## src/rtl/spc_defs.svh

```systemverilog
`ifndef SPC_DEFS_SVH
`define SPC_DEFS_SVH

// register byte addresses
`define SPC_ADDR_W 8
`define SPC_ADDR_CTRL 8'h00
`define SPC_ADDR_MIN_DEEP 8'h04
`define SPC_ADDR_WAKE_ALLOW 8'h08
`define SPC_ADDR_STATUS 8'h0c
`define SPC_ADDR_INTERVAL 8'h10
`define SPC_ADDR_DEEP_COUNT 8'h14

// control fields
`define SPC_CTRL_DEEP_EN_BIT 0
`define SPC_CTRL_SPEED_LSB 1
`define SPC_CTRL_SPEED_MSB 2
`define SPC_CTRL_RESET 3'h1

// status fields
`define SPC_STAT_STATE_LSB 0
`define SPC_STAT_STATE_MSB 2
`define SPC_STAT_USB_BIT 4
`define SPC_STAT_EXT_BIT 5

// times in milliseconds
`define SPC_MIN_DEEP_RESET 16'h0064
`define SPC_WAKE_ALLOW_RESET 16'h0014
`define SPC_CLK_REDUCE_MIN_MS 16'h0014

// slow always-on clock, 32 kHz
`define SPC_SLOW_CLK_HZ 32000
`define SPC_MS_PER_S 1000
`define SPC_SLOW_TICKS_PER_MS (`SPC_SLOW_CLK_HZ / `SPC_MS_PER_S)

`endif

```

## src/rtl/spc_pkg.sv

```systemverilog
package spc_pkg;

  // shallow-sleep main bus clock choices: 60.0, 45.0, 18.432, 9.216 MHz
  typedef enum logic [1:0] {
    SPC_MCK_60_0,
    SPC_MCK_45_0,
    SPC_MCK_18_432,
    SPC_MCK_9_216
  } spc_speed_e;

  typedef enum logic [2:0] {
    SPC_RUN,
    SPC_SHALLOW,
    SPC_LOWPWR,
    SPC_TEARDOWN,
    SPC_REINIT,
    SPC_DEEP,
    SPC_SETUP,
    SPC_POSTWAKE
  } spc_state_e;

endpackage

```

## src/rtl/spc_wake_timer.sv

```systemverilog
`timescale 1ns/10ps
`include "spc_defs.svh"

module spc_wake_timer #(
  parameter int TW = 16
) (
  // clock and reset
  input wire logic pclk,
  input wire logic presetn,
  // always-on slow clock pin
  input wire logic slow_clk,
  // control
  input wire logic load,
  input wire logic [TW-1:0] load_ms,
  // status
  output logic done
);

  localparam logic [5:0] TICKS_PER_MS = 6'(`SPC_SLOW_TICKS_PER_MS);

  logic slow_meta;
  logic slow_sync;
  logic slow_prev;
  logic [5:0] pre;
  logic [TW-1:0] count;

  wire slow_rise = slow_sync & ~slow_prev;
  wire ms_tick = slow_rise && (pre == TICKS_PER_MS - 6'h01);

  // slow_meta is read only by slow_sync
  always_ff @(posedge pclk or negedge presetn) begin
    if (!presetn) begin
      slow_meta <= 1'b0;
      slow_sync <= 1'b0;
      slow_prev <= 1'b0;
    end else begin
      slow_meta <= slow_clk;
      slow_sync <= slow_meta;
      slow_prev <= slow_sync;
    end
  end

  always_ff @(posedge pclk or negedge presetn) begin
    if (!presetn) begin
      pre <= 6'h00;
      count <= '0;
      done <= 1'b1;
    end else if (load) begin
      pre <= 6'h00;
      count <= load_ms;
      done <= 1'b0;
    end else if (!done) begin
      if (count == '0) begin
        done <= 1'b1;
      end else if (ms_tick) begin
        pre <= 6'h00;
        count <= count - TW'(1);
      end else if (slow_rise) begin
        pre <= pre + 6'h01;
      end
    end
  end

endmodule // spc_wake_timer

```

## src/rtl/spc_sleep_ctrl.sv

```systemverilog
// Overview of operation
// - all threads idle enters shallow sleep
// - shallow keeps power, stops cpu clock
// - shallow exits once any thread ready
// - clocks unchanged unless software picks speed
// - bus clock 60 default, four speeds
// - under 20 ms keep default bus clock
// - deep cuts power and master clocks
// - deep enable resets on; off means shallow
// - sleep length is soonest timed wake
// - interval below minimum deep means shallow
// - spare wake allowance spent in shallow
// - usb attached forbids deep sleep
// - external supply gives slow-clock low-power mode
// - deep needs at least one timed sleeper
// - teardown failure reinitialises, then shallow
// - on approval arm timer, cut power
// - after wake reinit drivers, shallow, resume
//
// The APB interface to the registers and the register offsets were chosen for this implementation.
`timescale 1ns/10ps
`include "spc_defs.svh"

module spc_sleep_ctrl #(
  parameter int NT = 4,
  parameter int TW = 16
) (
  // clock and reset
  input wire logic pclk,
  input wire logic presetn,
  // apb slave
  input wire logic psel,
  input wire logic penable,
  input wire logic pwrite,
  input wire logic [`SPC_ADDR_W-1:0] paddr,
  input wire logic [31:0] pwdata,
  output logic [31:0] prdata,
  output logic pready,
  output logic pslverr,
  // scheduler thread status
  input wire logic [NT-1:0] thread_timed,
  input wire logic [NT-1:0] thread_blocked,
  input wire logic [NT*TW-1:0] thread_wake_ms,
  // board pins
  input wire logic usb_attached,
  input wire logic external_supply_input,
  input wire logic slow_clk,
  // driver tear-down and set-up
  output logic teardown_req,
  input wire logic teardown_done,
  input wire logic teardown_ok,
  output logic setup_req,
  input wire logic setup_done,
  // power and clock controls
  output logic cpu_pwr_en,
  output logic cpu_clk_en,
  output logic main_bus_clock_en,
  output logic [1:0] main_bus_clock_sel,
  output logic main_bus_clock_slow,
  output logic periph_clk_en,
  output logic ram_main_pwr_en,
  output logic ram_active,
  output logic flash_pwr_en,
  output logic radio_pwr_en,
  output logic board_main_pwr_en,
  output logic main_pwr_en
);

  spc_pkg::spc_state_e state;
  spc_pkg::spc_state_e next_state;

  logic [2:0] ctrl;
  logic [TW-1:0] min_deep;
  logic [TW-1:0] wake_allow;
  logic [TW-1:0] interval;
  logic [31:0] deep_count;
  logic [1:0] pin_meta;
  logic [1:0] pin_sync;
  logic timer_done;

  // board pins through two flops
  always_ff @(posedge pclk or negedge presetn) begin
    if (!presetn) begin
      pin_meta <= 2'h0;
      pin_sync <= 2'h0;
    end else begin
      pin_meta <= {external_supply_input, usb_attached};
      pin_sync <= pin_meta;
    end
  end

  wire usb_on = pin_sync[0];
  wire ext_on = pin_sync[1];
  wire deep_en = ctrl[`SPC_CTRL_DEEP_EN_BIT];
  wire [1:0] speed = ctrl[`SPC_CTRL_SPEED_MSB:`SPC_CTRL_SPEED_LSB];

  // soonest timed wake among sleepers
  wire [TW-1:0] cand [NT:0];
  assign cand[0] = '1;
  genvar gi;
  generate
    for (gi = 0; gi < NT; gi++) begin : g_min
      wire [TW-1:0] w = thread_wake_ms[gi*TW +: TW];
      assign cand[gi+1] = (thread_timed[gi] && w < cand[gi]) ? w : cand[gi];
    end
  endgenerate

  wire all_idle = &(thread_timed | thread_blocked);
  wire any_timed = |thread_timed;
  wire [TW-1:0] soonest = cand[NT];
  wire deep_ok = deep_en && any_timed && !usb_on && soonest >= min_deep;
  wire [TW-1:0] deep_ms = (interval > wake_allow) ? interval - wake_allow : '0;

  // next state
  always_comb begin
    next_state = state;
    case (state)
      spc_pkg::SPC_RUN: begin
        if (all_idle && deep_ok && ext_on) begin
          next_state = spc_pkg::SPC_LOWPWR;
        end else if (all_idle && deep_ok) begin
          next_state = spc_pkg::SPC_TEARDOWN;
        end else if (all_idle) begin
          next_state = spc_pkg::SPC_SHALLOW;
        end
      end
      spc_pkg::SPC_SHALLOW, spc_pkg::SPC_LOWPWR: begin
        if (!all_idle) begin
          next_state = spc_pkg::SPC_RUN;
        end
      end
      spc_pkg::SPC_TEARDOWN: begin
        if (teardown_done && teardown_ok) begin
          next_state = spc_pkg::SPC_DEEP;
        end else if (teardown_done) begin
          next_state = spc_pkg::SPC_REINIT;
        end
      end
      spc_pkg::SPC_REINIT: begin
        if (setup_done) begin
          next_state = spc_pkg::SPC_SHALLOW;
        end
      end
      spc_pkg::SPC_DEEP: begin
        if (timer_done) begin
          next_state = spc_pkg::SPC_SETUP;
        end
      end
      spc_pkg::SPC_SETUP: begin
        if (setup_done) begin
          next_state = spc_pkg::SPC_POSTWAKE;
        end
      end
      spc_pkg::SPC_POSTWAKE: begin
        if (timer_done) begin
          next_state = spc_pkg::SPC_RUN;
        end
      end
      default: next_state = spc_pkg::SPC_RUN;
    endcase
  end

  // timer: armed with sleep minus allowance, then with the allowance
  wire arm_deep = state == spc_pkg::SPC_TEARDOWN && next_state == spc_pkg::SPC_DEEP;
  wire arm_wake = state == spc_pkg::SPC_DEEP && next_state == spc_pkg::SPC_SETUP;
  wire timer_load = arm_deep | arm_wake;
  wire [TW-1:0] timer_ms = arm_deep ? deep_ms : wake_allow;

  spc_wake_timer #(
    .TW(TW)
  ) u_timer (
    .pclk(pclk),
    .presetn(presetn),
    .slow_clk(slow_clk),
    .load(timer_load),
    .load_ms(timer_ms),
    .done(timer_done)
  );

  always_ff @(posedge pclk or negedge presetn) begin
    if (!presetn) begin
      state <= spc_pkg::SPC_RUN;
      interval <= '0;
      deep_count <= 32'h0000_0000;
    end else begin
      state <= next_state;
      if (state == spc_pkg::SPC_RUN && all_idle) begin
        interval <= any_timed ? soonest : '1;
      end
      if (arm_deep) begin
        deep_count <= deep_count + 32'h0000_0001;
      end
    end
  end

  // output decode of the coming state
  wire n_active = next_state == spc_pkg::SPC_RUN || next_state == spc_pkg::SPC_TEARDOWN ||
                  next_state == spc_pkg::SPC_REINIT || next_state == spc_pkg::SPC_SETUP;
  wire n_deep = next_state == spc_pkg::SPC_DEEP;
  wire n_low = next_state == spc_pkg::SPC_LOWPWR;
  wire n_shallow = next_state == spc_pkg::SPC_SHALLOW || next_state == spc_pkg::SPC_POSTWAKE;
  // slower clock only when chosen and the sleep is long enough
  wire n_reduce = n_shallow && speed != 2'(spc_pkg::SPC_MCK_60_0) &&
                  next_state == spc_pkg::SPC_SHALLOW &&
                  (state == spc_pkg::SPC_RUN ? soonest : interval) >= `SPC_CLK_REDUCE_MIN_MS &&
                  (state == spc_pkg::SPC_RUN ? any_timed : interval != '1);
  wire [1:0] next_sel = n_reduce ? speed : 2'(spc_pkg::SPC_MCK_60_0);

  always_ff @(posedge pclk or negedge presetn) begin
    if (!presetn) begin
      cpu_pwr_en <= 1'b1;
      cpu_clk_en <= 1'b1;
      main_bus_clock_en <= 1'b1;
      main_bus_clock_sel <= 2'h0;
      main_bus_clock_slow <= 1'b0;
      periph_clk_en <= 1'b1;
      ram_main_pwr_en <= 1'b1;
      ram_active <= 1'b1;
      flash_pwr_en <= 1'b1;
      radio_pwr_en <= 1'b1;
      board_main_pwr_en <= 1'b1;
      main_pwr_en <= 1'b1;
      teardown_req <= 1'b0;
      setup_req <= 1'b0;
    end else begin
      cpu_clk_en <= n_active;
      ram_active <= n_active;
      periph_clk_en <= !n_deep && !n_low;
      main_bus_clock_en <= !n_deep;
      main_bus_clock_slow <= n_low;
      main_bus_clock_sel <= next_sel;
      cpu_pwr_en <= !n_deep;
      ram_main_pwr_en <= !n_deep;
      flash_pwr_en <= !n_deep;
      radio_pwr_en <= !n_deep;
      board_main_pwr_en <= !n_deep;
      main_pwr_en <= !n_deep;
      teardown_req <= next_state == spc_pkg::SPC_TEARDOWN;
      setup_req <= next_state == spc_pkg::SPC_REINIT ||
                   next_state == spc_pkg::SPC_SETUP;
    end
  end

  // apb slave, one wait state is never needed: answer in access phase
  wire setup_ph = psel & ~penable;
  wire wr_en = psel & penable & pready & pwrite;
  wire hit_ctrl = paddr == `SPC_ADDR_CTRL;
  wire hit_min = paddr == `SPC_ADDR_MIN_DEEP;
  wire hit_allow = paddr == `SPC_ADDR_WAKE_ALLOW;
  wire hit_stat = paddr == `SPC_ADDR_STATUS;
  wire hit_int = paddr == `SPC_ADDR_INTERVAL;
  wire hit_cnt = paddr == `SPC_ADDR_DEEP_COUNT;
  wire hit_any = hit_ctrl | hit_min | hit_allow | hit_stat | hit_int | hit_cnt;

  wire [2:0] state_code = state;
  logic [31:0] status_word;
  always_comb begin
    status_word = 32'h0000_0000;
    status_word[`SPC_STAT_STATE_MSB:`SPC_STAT_STATE_LSB] = state_code;
    status_word[`SPC_STAT_USB_BIT] = usb_on;
    status_word[`SPC_STAT_EXT_BIT] = ext_on;
  end

  wire [31:0] rd_value =
      hit_ctrl ? {29'h0, ctrl} :
      hit_min ? {{(32-TW){1'b0}}, min_deep} :
      hit_allow ? {{(32-TW){1'b0}}, wake_allow} :
      hit_stat ? status_word :
      hit_int ? {{(32-TW){1'b0}}, interval} :
      hit_cnt ? deep_count : 32'h0000_0000;

  always_ff @(posedge pclk or negedge presetn) begin
    if (!presetn) begin
      pready <= 1'b0;
      prdata <= 32'h0000_0000;
      pslverr <= 1'b0;
    end else begin
      pready <= setup_ph;
      prdata <= (setup_ph && !pwrite) ? rd_value : 32'h0000_0000;
      pslverr <= setup_ph & ~hit_any;
    end
  end

  // unmapped writes are dropped
  always_ff @(posedge pclk or negedge presetn) begin
    if (!presetn) begin
      ctrl <= `SPC_CTRL_RESET;
      min_deep <= TW'(`SPC_MIN_DEEP_RESET);
      wake_allow <= TW'(`SPC_WAKE_ALLOW_RESET);
    end else if (wr_en) begin
      if (hit_ctrl) begin
        ctrl <= pwdata[2:0];
      end else if (hit_min) begin
        min_deep <= pwdata[TW-1:0];
      end else if (hit_allow) begin
        wake_allow <= pwdata[TW-1:0];
      end
    end
  end

endmodule // spc_sleep_ctrl

```

## config.mk

```make
export PLATFORM = sky130hd
export DESIGN_NAME = spc_sleep_ctrl
export DESIGN_NICKNAME = d
export VERILOG_FILES = /design/src/rtl/spc_pkg.sv /design/src/rtl/spc_wake_timer.sv /design/src/rtl/spc_sleep_ctrl.sv
export VERILOG_INCLUDE_DIRS = /design/src /design/src/rtl
export SDC_FILE = /design/constraint.sdc
export NUM_CORES = 1
export LEC_CHECK = 0
export BUFFER_PORTS_ARGS = -buffer_cell sky130_fd_sc_hd__buf_2
export CAP_MARGIN = 20
export CORE_ASPECT_RATIO = 0.75
export CORE_MARGIN = 8
export CORE_UTILIZATION = 30
export CTS_CLUSTER_SIZE = 16
export DETAILED_ROUTE_END_ITERATION = 16
export PLACE_DENSITY = 0.48
export SETUP_SLACK_MARGIN = 0.4
export SLEW_MARGIN = 20
export SYNTH_ARGS = -nofsm -noshare
export SYNTH_HDL_FRONTEND = slang
export SYNTH_SLANG_ARGS = --single-unit
```

## constraint.sdc

```tcl
create_clock -name pclk -period 9.5 [get_ports pclk]
set_clock_uncertainty 0.05 [all_clocks]
set_input_delay 0.475 -clock pclk [delete_from_list [all_inputs] [get_ports pclk]]
set_output_delay 0.475 -clock pclk [all_outputs]
set_load 0.03 [all_outputs]
```

==> impl_results.md <==
* Antenna Violating Nets Remaining at 0
* Combinational share of power at between 30% and 40%
* Root buffer cell: clkbuf_16
* DR WL/cell at roughly 19 um
* Die ar. at a little over 0.04 mm^2
* Crit path launch: thread_wake_ms[13]
* Gr usage total at 16.9%
* Via density at around 5.3
* Antenna violations before repair at 2
* RSZ-0062 raised after global routing: false
* Post-synthesis cell count at between 1000 and 1500
* Drt pass-1 iters at 6
* Worst VDD drop at between 0.1 and 0.15 mV
* CP Capture Type: register
* Initial DRC count at ~750
* Max-slew violations at 0
* Chip Height at 179 um
* P&R area growth vs syn at 30.3%
* Max-Cap Viols at 0
* Nets at about 1600
* Routed wire length at 36.6 mm
* Status: finished, final reports clean
* Reg2reg setup slack at ~5400 ps
* Minimum clock period at 8820 ps
* Hold Fails Final Rpt at 0
* Layout Cells excl Fill at about 1900
* Pin count of the biggest net entering global routing at 90
* Top cells by area, synth: dfrtp_1 35%, ha_1 9.0%, a21oi_1 5.6%, o21ai_0 3.6%, xnor2_1 3.4%
* Post-Place Worst Slack at -592 ps
* # setup viols final at 0
* Site row count at a little under 60
* Slew @ Worst Pin at 1170 ps
* EDFF count, synth at 0
* Worst hold-check path type: in2async
* Hold slack at approximately 45 ps
* Port Buf Inserts at 155
* Starting Density at between 30 and 40%
* Yosys cell types at about 70
* Startpoint types: input port
* Internal Pwr Total at around 1.5 mW
* Most frequent cell after synthesis: dfrtp_1
* Crit-path max cell delay at 470 ps
* Grt ovf at 0
* LEAKAGE at around 6.3 nW
* CTS tree: built
* Crit-path max FO at 5
* Final worst slack at 680 ps
* I/O Pins at around 170
* Power Dens Cells at ~180 mW/mm^2
* Top cells by count, synth: 148 x dfrtp_1, 119 x a21oi_1, 91 x nand2_1
* Highest-delay cell along the critical path: a2111oi_4
* Sequential share of power at a little under two fifths
* Final Wtd Congestion at between 0.8 and 0.9
* Top cell by count, worst path: buf_4
* Top-area cell type share of the netlist area at a little over a third
* Setup TNS at 0 ps
* Die W at around 230 um
* Clock slew at reported path FFs at around 70 ps
* Biggest area consumer among synthesized cells: dfrtp_1
* Layout cells sized above 1 at about 30%
* Switch Pwr at between 0.9 and 1 mW
* Clock Path Buffers at 2
* Ys async rst share at 100%
* Yosys warns at 0
* Sequential element share of the synthesized area at a little under two fifths
* Residual DRC at 0
* CTS Hold Bufs at 0
* N_diodes at 0
* Placed insts at 1851
* Core area at 0.0347 mm^2
* Clk sinks at around 160
* Clock power share at 27.2%
* Tot Pwr at 2.43 mW
* Net Sw Frac at about two fifths
* Worst skew pair latency at roughly 440 ps
* First-pass GRT wire length at between 50 and 60 mm
* Period utilization at between 90% and 100%
* Syn_nets at roughly 1400
* Synth Cell Area at around 0.011 mm^2
* Cts bufs inserted at 17
* WP data arrival at 9060 ps
* Slew HR at roughly a fifth
* WS Path Type: in2reg
* Most used DFF post-synth: dfrtp_1
* Vias in the first global route at between 9000 and 10000
* Post-synthesis sequential element count at between 150 and 200
* Launch point of the worst reg-to-reg path: interval[0]
* H-tree depth at 4
* Required @ worst endpoint at just under 10000 ps
* Final HPWL DP at between 20 and 30 mm
* Fmax at roughly 110 MHz
* Vias at ~10000
* Mapped Avg Cell Area at between 8 and 9 um^2
[critical path, delay by kind of cell]
kind / cells / cell delay [ps]
multiplexers: 1 / 360
adder cells (fa/ha/maj): 4 / 1120
AND/OR/NAND/NOR: 14 / 2160
buffers and inverters: 12 / 1790
AO/OA/AOI/OAI: 15 / 3110
[path summary, 6_finish.rpt]
kind	cells past startpoint	end
max	46	main_bus_clock_slow
min	1	prdata[21]
max reg2reg	13	u_timer.count[15]
min reg2reg	0	u_timer.slow_sync
max in group asynchronous	2	min_deep[14]
min in group pclk	1	pin_meta[1]
[placed cells by master, fill, tap and decap left out, types with 17 or more instances in the layout]
cell         n
a21o_1      21
a21oi_1     95
a21oi_2     20
and2_1      27
buf_2      154
buf_4      126
clkbuf_16   17
dfrtp_1    148
ha_1        70
inv_1       66
mux2_2      22
mux2i_1     27
nand2_1     82
nand3_1     19
nand4_1     27
nor2_1      84
nor3_1      26
o211ai_1    19
o21ai_0     60
o311ai_0    18
xnor2_1     41
[layer usage]
| layer | wire length, um | track usage [%] |
|---|---|---|
| met3 | 2210 | 3.62 |
| met4 | 240 | 2.60 |
| met2 | 14400 | 22.1 |
| met1 | 19700 | 27.6 |
| met5 | 22 | 0 |
[repair_timing]
action,4_1_cts,5_1_grt
gates cloned,1,1
pin swaps,8,65
resized for setup,16,95
endpoints found under the setup margin,10,10
buffers inserted,6,17
[registers in the layout, summed over array words and instances, names as in the netlist, 2 cells and up]
signal	flops
pin_meta	2
u_timer.pre	6
prdata	32
ctrl	3
interval	16
deep_count	32
min_deep	16
wake_allow	16
state	3
main_bus_clock_sel	2
u_timer.count	16
pin_sync	2
[cells by family after synthesis]
kind of cell	count (synthesis)	synth area share, %
buffers and inverters	128	4.90
xor gates and xnor gates	53	4.39
DFF	158	37.5
AOI/OAI and AO/OA	354	21.3
adders and majority gates	78	9.28
and+or+nand+nor	367	17.4
muxes	51	5.10
[layout make-up]
cell class,instances,area [um^2]
repair buffers,290,1830
fillers,3528,20900
clock inverters,14,126
well taps,457,572
multi-input cells,905,6590
flip-flops and latches,158,3970
inverters,66,248
clock buffers,18,439
[power by group through the flow]
| stage | sequential [mW] | combinational [mW] | clock, mW |
|---|---|---|---|
| 2_1_floorplan | 0.862 | 0.525 | 0 |
| 3_3_place_gp | 0.901 | 0.793 | 0 |
| 5_1_grt | 0.905 | 0.975 | 0.712 |
| 6_report | 0.892 | 0.876 | 0.659 |
| 3_5_place_dp | 0.902 | 0.801 | 0 |
| 4_1_cts | 0.891 | 0.815 | 0.679 |
[per-stage QoR]
stage / util [%] / area, um^2
after floorplan: - / 10600
after global placement: 36.2 / 12500
after detailed placement: 36.2 / 12500
after CTS: 38.1 / 13200
after global routing: 39.7 / 13800
final: 39.7 / 13800
Note: power is estimated with default switching activity, not from simulation.
